### src/verilog/ccu_pkg.sv
// package: register map, fields, reset values and timing of the clock control unit
package ccu_pkg;
   // ==========================================
   // register offsets
   localparam logic [7:0] CCU_ADDR_DIVIDE_CONTROL = 8'h61;
   localparam logic [7:0] CCU_ADDR_OSC_TRIM = 8'h66;
   localparam logic [7:0] CCU_ADDR_SLEEP_CONTROL = 8'h53;
   localparam logic [7:0] CCU_ADDR_SLEEP_STATUS = 8'h54;
   // ==========================================
   // field positions
   localparam int CCU_DIV_CE_BIT = 7;
   localparam int CCU_TRIM_RANGE_BIT = 7;
   localparam int CCU_SLEEP_EN_BIT = 0;
   localparam int CCU_SLEEP_MODE_LSB = 1;
   // ==========================================
   // reset values and largest divider code
   localparam logic [3:0] CCU_DIV_RESET_NORMAL = 4'h0;
   localparam logic [3:0] CCU_DIV_RESET_FUSED = 4'h3;
   localparam logic [3:0] CCU_DIV_MAX_CODE = 4'h8;
   localparam logic [7:0] CCU_TRIM_DEFAULT = 8'h80;
   // ==========================================
   // timing
   localparam logic [2:0] CCU_UNLOCK_CYCLES = 3'd4;
   localparam logic [2:0] CCU_WAKE_HALT_CYCLES = 3'd4;
   localparam logic [3:0] CCU_STANDBY_START_CYCLES = 4'd6;
   // ==========================================
   // sleep mode codes
   localparam logic [2:0] CCU_SM_IDLE = 3'b000;
   localparam logic [2:0] CCU_SM_NOISE = 3'b001;
   localparam logic [2:0] CCU_SM_PDOWN = 3'b010;
   localparam logic [2:0] CCU_SM_PSAVE = 3'b011;
   localparam logic [2:0] CCU_SM_STANDBY = 3'b110;
   // wake source bit order
   localparam int CCU_WK_EXT = 0;
   localparam int CCU_WK_START = 1;
   localparam int CCU_WK_TIMER2 = 2;
   localparam int CCU_WK_MEMRDY = 3;
   localparam int CCU_WK_CONV = 4;
   localparam int CCU_WK_OTHER = 5;
   localparam int CCU_WK_COUNT = 6;

   typedef enum logic [3:0] {
      CCU_RUN = 4'b0001,
      CCU_SLEEP = 4'b0010,
      CCU_START = 4'b0100,
      CCU_HALT = 4'b1000
   } ccu_state_e;
endpackage

### src/verilog/ccu_clock_control.sv
// clock control unit: oscillator trim, guarded system clock divider, sleep gating
//
// Implementation choice: strobed register access.
`timescale 1ns/1ps
module ccu_clock_control #(
   parameter logic [7:0] FACTORY_TRIM = ccu_pkg::CCU_TRIM_DEFAULT,
   parameter int START_CYCLES = 16
) (
   // clock and reset
   input wire logic clk,
   input wire logic rst_n,
   // register port
   input wire logic [7:0] reg_addr,
   input wire logic [7:0] reg_wdata,
   input wire logic reg_wr,
   input wire logic reg_rd,
   output logic [7:0] reg_rdata,
   // straps and core
   input wire logic div_by_eight_fuse,
   input wire logic crystal_selected,
   input wire logic sleep_instr,
   input wire logic timer2_async,
   input wire logic external_irq_zero_level,
   input wire logic [ccu_pkg::CCU_WK_COUNT-1:0] wake_req,
   // oscillator, clock enables, halt and wake status
   output logic [7:0] trim_value,
   output logic div_tick,
   output logic cpu_domain_clock_en,
   output logic flash_domain_clock_en,
   output logic io_domain_clock_en,
   output logic converter_domain_clock_en,
   output logic async_domain_clock_en,
   output logic main_osc_en,
   output logic timer_osc_en,
   output logic core_halted,
   output logic wake_event
);
   import ccu_pkg::*;

   // wait counter is sixteen bits: larger start-up counts cannot be served
   if (START_CYCLES < 1 || START_CYCLES > 65535) begin : g_bad_start
      $error("START_CYCLES out of range");
   end

   localparam logic [15:0] START_LEN = START_CYCLES[15:0];

   // ==========================================
   // input synchronisers
   logic [CCU_WK_COUNT-1:0] wake_meta;
   logic [CCU_WK_COUNT-1:0] wake_sync;
   logic lvl_meta;
   logic lvl_sync;
   always_ff @(posedge clk) begin
      if (!rst_n) begin
         wake_meta <= '0;
         wake_sync <= '0;
         lvl_meta <= 1'b0;
         lvl_sync <= 1'b0;
      end else begin
         wake_meta <= wake_req;
         wake_sync <= wake_meta;
         lvl_meta <= external_irq_zero_level;
         lvl_sync <= lvl_meta;
      end
   end

   // ==========================================
   // register decode
   logic wr_div;
   logic wr_trim;
   logic wr_sleep;
   assign wr_div = reg_wr && (reg_addr == CCU_ADDR_DIVIDE_CONTROL);
   assign wr_trim = reg_wr && (reg_addr == CCU_ADDR_OSC_TRIM);
   assign wr_sleep = reg_wr && (reg_addr == CCU_ADDR_SLEEP_CONTROL);

   // ==========================================
   // oscillator trim
   // factory value at reset
   always_ff @(posedge clk) begin
      if (!rst_n) begin
         trim_value <= FACTORY_TRIM;
      end else if (wr_trim) begin
         // bit 7 range, bits 6..0 fine, passed straight to oscillator
         trim_value <= reg_wdata;
      end
   end

   // ==========================================
   // divider unlock window
   logic change_enable;
   logic [2:0] ce_count;
   logic [3:0] divider_select;
   logic ce_write;
   logic sel_write;
   // only a write with all other bits zero arms the enable
   assign ce_write = wr_div && reg_wdata[CCU_DIV_CE_BIT] && (reg_wdata[6:0] == 7'h00);
   assign sel_write = wr_div && !reg_wdata[CCU_DIV_CE_BIT];

   always_ff @(posedge clk) begin
      if (!rst_n) begin
         change_enable <= 1'b0;
         ce_count <= 3'd0;
      end else if (change_enable) begin
         if (sel_write || ce_count == CCU_UNLOCK_CYCLES - 3'd1) begin
            change_enable <= 1'b0;
            ce_count <= 3'd0;
         end else begin
            ce_count <= ce_count + 3'd1;
         end
      end else if (ce_write) begin
         change_enable <= 1'b1;
         ce_count <= 3'd0;
      end
   end

   // fuse is a strap: sampled only by this clocked reset branch
   always_ff @(posedge clk) begin
      if (!rst_n) begin
         divider_select <= div_by_eight_fuse ? CCU_DIV_RESET_FUSED : CCU_DIV_RESET_NORMAL;
      end else if (sel_write && change_enable) begin
         divider_select <= reg_wdata[3:0];
      end
   end

   // ==========================================
   // divider
   // factor two to the select; reserved codes treated as largest
   function automatic logic [7:0] div_mask(input logic [3:0] sel);
      logic [3:0] s;
      s = (sel > CCU_DIV_MAX_CODE) ? CCU_DIV_MAX_CODE : sel;
      div_mask = 8'(9'h001 << s) - 8'h01;
      if (s == CCU_DIV_MAX_CODE) begin
         div_mask = 8'hFF;
      end
   endfunction

   logic [7:0] div_count;
   logic [7:0] cur_mask;
   logic [7:0] pend_mask;
   logic pend;
   logic tick_now;
   assign tick_now = (div_count & cur_mask) == cur_mask;

   // new factor applied only at a period end, so no short pulse or faster edge
   always_ff @(posedge clk) begin
      if (!rst_n) begin
         cur_mask <= 8'h00;
         pend <= 1'b0;
         pend_mask <= 8'h00;
      end else begin
         if (sel_write && change_enable) begin
            pend <= 1'b1;
            pend_mask <= div_mask(reg_wdata[3:0]);
         end else if (pend && tick_now) begin
            pend <= 1'b0;
            cur_mask <= pend_mask;
         end else if (!pend) begin
            cur_mask <= div_mask(divider_select);
         end
      end
   end

   always_ff @(posedge clk) begin
      if (!rst_n) begin
         div_count <= 8'h00;
      end else if (tick_now) begin
         div_count <= 8'h00;
      end else begin
         div_count <= div_count + 8'h01;
      end
   end

   // one tick enables every synchronous domain
   always_ff @(posedge clk) begin
      if (!rst_n) begin
         div_tick <= 1'b0;
      end else begin
         div_tick <= tick_now;
      end
   end

   // ==========================================
   // sleep control register
   logic sleep_enable;
   logic [2:0] sleep_mode_select;
   always_ff @(posedge clk) begin
      if (!rst_n) begin
         sleep_enable <= 1'b0;
         sleep_mode_select <= CCU_SM_IDLE;
      end else if (wr_sleep) begin
         sleep_enable <= reg_wdata[CCU_SLEEP_EN_BIT];
         sleep_mode_select <= reg_wdata[CCU_SLEEP_MODE_LSB +: 3];
      end
   end

   // ==========================================
   // sleep state machine
   ccu_state_e state;
   logic [2:0] active_mode;
   logic [15:0] wait_count;
   logic [CCU_WK_COUNT-1:0] allowed;
   logic wake_hit;
   logic valid_mode;

   assign valid_mode = (sleep_mode_select == CCU_SM_IDLE) || (sleep_mode_select == CCU_SM_NOISE)
      || (sleep_mode_select == CCU_SM_PDOWN) || (sleep_mode_select == CCU_SM_PSAVE)
      || (sleep_mode_select == CCU_SM_STANDBY && crystal_selected);

   always_comb begin
      allowed = '0;
      unique case (active_mode)
         CCU_SM_IDLE: allowed = '1;
         CCU_SM_NOISE: begin
            allowed[CCU_WK_EXT] = 1'b1;
            allowed[CCU_WK_START] = 1'b1;
            allowed[CCU_WK_TIMER2] = timer2_async;
            allowed[CCU_WK_MEMRDY] = 1'b1;
            allowed[CCU_WK_CONV] = 1'b1;
         end
         CCU_SM_PSAVE: begin
            allowed[CCU_WK_EXT] = 1'b1;
            allowed[CCU_WK_START] = 1'b1;
            allowed[CCU_WK_TIMER2] = timer2_async;
         end
         default: begin
            allowed[CCU_WK_EXT] = 1'b1;
            allowed[CCU_WK_START] = 1'b1;
         end
      endcase
      // beyond idle, irq zero only as level
      if (active_mode != CCU_SM_IDLE && !lvl_sync) begin
         allowed[CCU_WK_EXT] = 1'b0;
      end
   end
   assign wake_hit = |(wake_sync & allowed);

   // synchronous reset forces run state from any sleep
   always_ff @(posedge clk) begin
      if (!rst_n) begin
         state <= CCU_RUN;
         active_mode <= CCU_SM_IDLE;
         wait_count <= 16'd0;
      end else begin
         unique case (state)
            CCU_RUN: begin
               // enable bit and instruction both needed
               if (sleep_instr && sleep_enable && valid_mode) begin
                  state <= CCU_SLEEP;
                  active_mode <= sleep_mode_select;
               end
            end
            CCU_SLEEP: begin
               if (wake_hit) begin
                  wait_count <= 16'd0;
                  if (active_mode == CCU_SM_IDLE || active_mode == CCU_SM_NOISE) begin
                     state <= CCU_HALT;
                  end else begin
                     state <= CCU_START;
                  end
               end
            end
            CCU_START: begin
               // standby restarts in six cycles; oscillator kept running
               if ((active_mode == CCU_SM_STANDBY &&
                    wait_count == {12'd0, CCU_STANDBY_START_CYCLES} - 16'd1) ||
                   (active_mode != CCU_SM_STANDBY && wait_count == START_LEN - 16'd1)) begin
                  state <= CCU_HALT;
                  wait_count <= 16'd0;
               end else begin
                  wait_count <= wait_count + 16'd1;
               end
            end
            CCU_HALT: begin
               if (wait_count == {13'd0, CCU_WAKE_HALT_CYCLES} - 16'd1) begin
                  state <= CCU_RUN;
                  wait_count <= 16'd0;
               end else begin
                  wait_count <= wait_count + 16'd1;
               end
            end
         endcase
      end
   end

   // ==========================================
   // gating outputs
   logic sleeping;
   assign sleeping = (state == CCU_SLEEP);
   always_ff @(posedge clk) begin
      if (!rst_n) begin
         cpu_domain_clock_en <= 1'b1;
         flash_domain_clock_en <= 1'b1;
         io_domain_clock_en <= 1'b1;
         converter_domain_clock_en <= 1'b1;
         async_domain_clock_en <= 1'b1;
         main_osc_en <= 1'b1;
         timer_osc_en <= 1'b0;
         core_halted <= 1'b0;
         wake_event <= 1'b0;
      end else begin
         cpu_domain_clock_en <= (state == CCU_RUN);
         flash_domain_clock_en <= (state == CCU_RUN);
         io_domain_clock_en <= !sleeping || active_mode == CCU_SM_IDLE;
         converter_domain_clock_en <= !sleeping || active_mode == CCU_SM_IDLE
            || active_mode == CCU_SM_NOISE;
         async_domain_clock_en <= !sleeping || active_mode == CCU_SM_IDLE
            || active_mode == CCU_SM_NOISE || active_mode == CCU_SM_PSAVE;
         main_osc_en <= !sleeping || active_mode == CCU_SM_IDLE
            || active_mode == CCU_SM_NOISE || active_mode == CCU_SM_STANDBY;
         timer_osc_en <= timer2_async && (!sleeping || active_mode == CCU_SM_IDLE
            || active_mode == CCU_SM_NOISE || active_mode == CCU_SM_PSAVE);
         core_halted <= (state != CCU_RUN);
         wake_event <= sleeping && wake_hit;
      end
   end

   // ==========================================
   // read port, unmapped reads zero
   always_ff @(posedge clk) begin
      if (!rst_n) begin
         reg_rdata <= 8'h00;
      end else if (reg_rd) begin
         unique case (reg_addr)
            CCU_ADDR_DIVIDE_CONTROL: reg_rdata <= {change_enable, 3'b000, divider_select};
            CCU_ADDR_OSC_TRIM: reg_rdata <= trim_value;
            CCU_ADDR_SLEEP_CONTROL: reg_rdata <= {4'h0, sleep_mode_select, sleep_enable};
            CCU_ADDR_SLEEP_STATUS: reg_rdata <= {4'h0, state};
            default: reg_rdata <= 8'h00;
         endcase
      end else begin
         reg_rdata <= 8'h00;
      end
   end
endmodule

### config.mk
export PLATFORM = sky130hd
export DESIGN_NAME = ccu_clock_control
export DESIGN_NICKNAME = d
export VERILOG_FILES = /design/src/verilog/ccu_pkg.sv /design/src/verilog/ccu_clock_control.sv
export SDC_FILE = /design/constraint.sdc
export NUM_CORES = 1
export LEC_CHECK = 0
export BUFFER_PORTS_ARGS = -buffer_cell sky130_fd_sc_hd__buf_2
export CAP_MARGIN = 20
export CORE_MARGIN = 3
export CORE_UTILIZATION = 40
export CTS_CLUSTER_DIAMETER = 80
export CTS_CLUSTER_SIZE = 8
export DETAILED_ROUTE_END_ITERATION = 6
export GPL_ROUTABILITY_DRIVEN = 0
export HOLD_SLACK_MARGIN = 0.03
export PLACE_DENSITY = 0.7
export SLEW_MARGIN = 25
export SYNTH_ARGS = -nofsm -noshare
export SYNTH_HDL_FRONTEND = slang
export SYNTH_SLANG_ARGS = --single-unit
export TNS_END_PERCENT = 5
### constraint.sdc
create_clock -name clk -period 5.65 [get_ports clk]
set_input_delay 0.2825 -clock clk [delete_from_list [all_inputs] [get_ports clk]]
set_output_delay 0.2825 -clock clk [all_outputs]
set_load 0.01 [all_outputs]
==> metrics.txt <==
# TYPE chip_impl_metric gauge
chip_impl_metric{name="drt-vias-per-instance",unit=""} 5.23
chip_impl_metric{name="io_pins",unit=""} 57
chip_impl_metric{name="grt_start_max_net_pins",unit=""} 34
chip_impl_metric{name="synthDistinctLibCells",unit=""} 64
chip_impl_metric{name="drtIter0Drc",unit=""} 197
chip_impl_metric{name="grt_antenna_before_repair",unit=""} 0
chip_impl_metric{name="syn_area",unit="sq mm"} 0.00437
chip_impl_metric{name="floorplan.die.width",unit="um"} 111
chip_impl_metric{name="cts_inserted_buffers",unit=""} 9
chip_impl_metric{name="first_global_vias",unit=""} 3412
chip_impl_metric{name="report.final.slew_viol_count",unit=""} 0
chip_impl_info{name="status",value="completed"} 1
chip_impl_metric{name="critical_path_buf_inv_count",unit=""} 1
chip_impl_metric{name="vdd_ir_drop_max",unit="mV"} 0.216
chip_impl_metric{name="clk_latency",unit="ns"} 0.36
chip_impl_metric{name="placement_rows",unit=""} 37
chip_impl_metric{name="detail_route.drc_violations",unit=""} 0
chip_impl_metric{name="antenna_violating_nets_post_route",unit=""} 0
chip_impl_metric{name="period_minus_slack",unit="ns"} 2.28
chip_impl_metric{name="max_cap_violations",unit=""} 0
chip_impl_metric{name="drt_first_pass_iters",unit=""} 5
chip_impl_metric{name="total_power",unit="mW"} 1.34
chip_impl_metric{name="die_area",unit="sq mm"} 0.0122
chip_impl_info{name="synth_area_leaders",value="sky130_fd_sc_hd__dfxtp_1, sky130_fd_sc_hd__nor2_1, sky130_fd_sc_hd__xnor2_1"} 1
chip_impl_metric{name="synth.avg_cell_area",unit="sq um"} 9.15
chip_impl_info{name="mostFrequentLayoutCell",value="sky130_fd_sc_hd__dfxtp_1"} 1
chip_impl_metric{name="synthesis.instances",unit=""} 478
chip_impl_metric{name="hold_viol",unit=""} 0
chip_impl_metric{name="grtUsageMet2",unit=""} 0.271
chip_impl_metric{name="synth_enable_flop_cells",unit=""} 4
chip_impl_info{name="critical_path.cell_chain",value="nor4b_4 -> inv_2 -> o31ai_4 -> o21ai_2 -> nor2_1"} 1
chip_impl_info{name="end_kind",value="flip-flop"} 1
chip_impl_metric{name="num-nets-final",unit=""} 563
chip_impl_metric{name="worst-path-max-fanout",unit=""} 17
chip_impl_metric{name="crit_path_max_cell_delay",unit="ns"} 0.75
chip_impl_metric{name="synth.top_cell.area_share",unit=""} 0.435
chip_impl_info{name="crit_family",value="compound AO/OA/AOI/OAI gates"} 1
chip_impl_metric{name="holdBufCountCts",unit=""} 0
chip_impl_metric{name="ctsHtreeMaxLevel",unit=""} 3
chip_impl_info{name="criticalPathCategory",value="reg2reg"} 1
chip_impl_metric{name="power.static_leakage",unit="nW"} 1.90
chip_impl_metric{name="place.port_buffers",unit=""} 56
chip_impl_metric{name="highest_achievable_clock_rate",unit="MHz"} 438
chip_impl_info{name="synthDominantAreaCellType",value="sky130_fd_sc_hd__dfxtp_1"} 1
chip_impl_metric{name="synthArstFlopShare",unit=""} 0
chip_impl_metric{name="area.growth.synth_to_final",unit="%"} 13.0
chip_impl_metric{name="placeableCoreArea",unit="sq mm"} 0.0105
chip_impl_metric{name="detail_route.wirelength",unit="mm"} 9.40
chip_impl_metric{name="synth_warnings",unit=""} 0
chip_impl_metric{name="vias",unit=""} 3481
chip_impl_metric{name="antenna-diode-count",unit=""} 0
chip_impl_info{name="synth_flop_cell",value="sky130_fd_sc_hd__dfxtp_1"} 1
chip_impl_metric{name="cts_num_sinks",unit=""} 99
chip_impl_metric{name="timing.critical_path.required",unit="ns"} 5.93
chip_impl_metric{name="final_min_period_over_clock_period",unit=""} 0.404
chip_impl_metric{name="path_clk_slew",unit="ns"} 0.08
chip_impl_metric{name="drive_gt1_frac",unit=""} 0.181
chip_impl_info{name="worst_min_path_class",value="in2reg"} 1
chip_impl_metric{name="p_per_area",unit="mW/mm^2"} 271
chip_impl_metric{name="dp_hpwl",unit="mm"} 6.93
chip_impl_info{name="setup.worst_path.start_class",value="flip-flop"} 1
chip_impl_metric{name="globalRouteMet3Util",unit=""} 0.0389
chip_impl_metric{name="cts-resized-gates",unit=""} 0
chip_impl_metric{name="yosys_register_bits",unit=""} 99
chip_impl_metric{name="gr-total-overflow",unit=""} 0
chip_impl_info{name="clock_tree_from_tritoncts",value="built"} 1
chip_impl_info{name="globalRoute.busiestLayer",value="met2"} 1
chip_impl_metric{name="post-route-util",unit=""} 0.472
chip_impl_metric{name="worstPathArrival",unit="ns"} 2.57
chip_impl_metric{name="timing.clock.skew",unit="ns"} 0.00934
chip_impl_metric{name="setup_viol_count_final",unit=""} 0
chip_impl_metric{name="fp.dieH",unit="um"} 111
chip_impl_metric{name="first_pass_grt_wire_length",unit="mm"} 15.9
chip_impl_metric{name="cts_setup_buffers",unit=""} 0
chip_impl_metric{name="worst_pin_slew",unit="ns"} 0.827
chip_impl_metric{name="timing.slew.headroom",unit=""} 0.449
chip_impl_info{name="timing.critical_path.slowest_stage_cell",value="sky130_fd_sc_hd__o31ai_4"} 1
chip_impl_metric{name="grt.met1_usage",unit=""} 0.193
chip_impl_metric{name="start_util",unit=""} 0.418
chip_impl_metric{name="synth_fp_nets",unit=""} 516
chip_impl_metric{name="detail_route.wl_per_cell",unit="um"} 14.1
chip_impl_metric{name="fraction_of_the_yosys_area_taken_by_sequential_cells",unit=""} 0.462
chip_impl_info{name="rsz_0062_raised_after_global_routing",value="no"} 1
chip_impl_metric{name="max-clock-path-buffers",unit=""} 2
chip_impl_metric{name="grtUsageTotal",unit=""} 0.157
chip_impl_info{name="clk_root_buffer_cell",value="sky130_fd_sc_hd__clkbuf_8"} 1
chip_impl_info{name="layout_common_cells",value="sky130_fd_sc_hd__dfxtp_1, sky130_fd_sc_hd__nor2_1, sky130_fd_sc_hd__buf_2"} 1
chip_impl_metric{name="setup_tns",unit="ns"} 0
## routing by layer
layer / vias to the layer above / part of all wire
li1: 1748 / -
met1: 1639 / 0.44
met2: 82 / 0.49
met3: 12 / 0.055
met4: 0 / 0.014
met5: - / 0
## registers in the layout, summed over array words and instances (netlist names), 3 cells and up
signal and count:
wait_count 16, cur_mask 8, div_count 8, pend_mask 8
reg_rdata 8, trim_value 8, wake_meta 6, wake_sync 6
divider_select 4, state 4, active_mode 3, ce_count 3
sleep_mode_select 3
## final cells by class
class                   instances  area (sq um)
fillers                      1042          5520
multi-input cells             335          2150
flip-flops and latches         99          2020
repair buffers                 58           295
well taps                     136           170
clock buffers                  12           145
inverters                      22          82.6
clock inverters                 4          73.8
## where the power goes
group          leakage (nW)  total (mW)  internal [mW]  switching, mW
clock                 0.111       0.494          0.263          0.231
sequential            0.812       0.743          0.723         0.0198
combinational         0.981       0.104         0.0458         0.0582
total                  1.90        1.34           1.03          0.309
## through the flow
step | setup WS, ns | hold WS, ns | instances | cell area (sq um)
2_1_floorplan | 3.77 | 0.410 | 478 | 4370
3_3_place_gp | 3.36 | 0.420 | 650 | 4720
3_5_place_dp | 3.28 | 0.423 | 650 | 4720
4_1_cts | 3.34 | 0.119 | 666 | 4940
5_1_grt | 3.16 | 0.115 | 666 | 4940
6_report | 3.37 | 0.135 | 666 | 4940
## cells by family (layout without fill, tap and decap cells)
| logic type | Yosys count | in the layout | synth area share |
|---|---|---|---|
| AO/OA/AOI/OAI | 71 | 71 | 0.116 |
| XOR/XNOR | 23 | 23 | 0.0461 |
| adder cells (fa/ha/maj) | 7 | 7 | 0.0200 |
| buffers and inverters | 44 | 96 | 0.0458 |
| flip-flops | 99 | 99 | 0.462 |
| multiplexers | 19 | 19 | 0.0483 |
| AND/OR/NAND/NOR | 215 | 215 | 0.262 |
## path summary, 6_finish.rpt
kind	startpoint	to	slack (ns)	cells after the start
setup / recovery	state[2]$_SDFFE_PN0P_	wait_count[8]$_SDFFE_PN0P_	3.37	5
hold / removal	wake_req[3]	wake_meta[3]$_SDFF_PN0_	0.13	2
setup reg to reg	state[2]$_SDFFE_PN0P_	wait_count[8]$_SDFFE_PN0P_	3.37	5
hold reg to reg	wake_meta[0]$_SDFF_PN0_	wake_sync[0]$_SDFF_PN0_	0.44	1
## cells in the mapped netlist, types with 8 or more instances
library cell and n:
sky130_fd_sc_hd__dfxtp_1 95, sky130_fd_sc_hd__nor2_1 66, sky130_fd_sc_hd__nand2_1 36, sky130_fd_sc_hd__nand3_1 28, sky130_fd_sc_hd__a21oi_1 25, sky130_fd_sc_hd__inv_1 19
sky130_fd_sc_hd__and2_1 18, sky130_fd_sc_hd__xnor2_1 18, sky130_fd_sc_hd__clkbuf_1 15, sky130_fd_sc_hd__mux2i_1 14, sky130_fd_sc_hd__a22oi_1 11, sky130_fd_sc_hd__and3_1 11
sky130_fd_sc_hd__nand2b_1 11, sky130_fd_sc_hd__nor4_1 8, sky130_fd_sc_hd__o21ai_0 8
No activity file was read; power rests on OpenSTA's default activity.
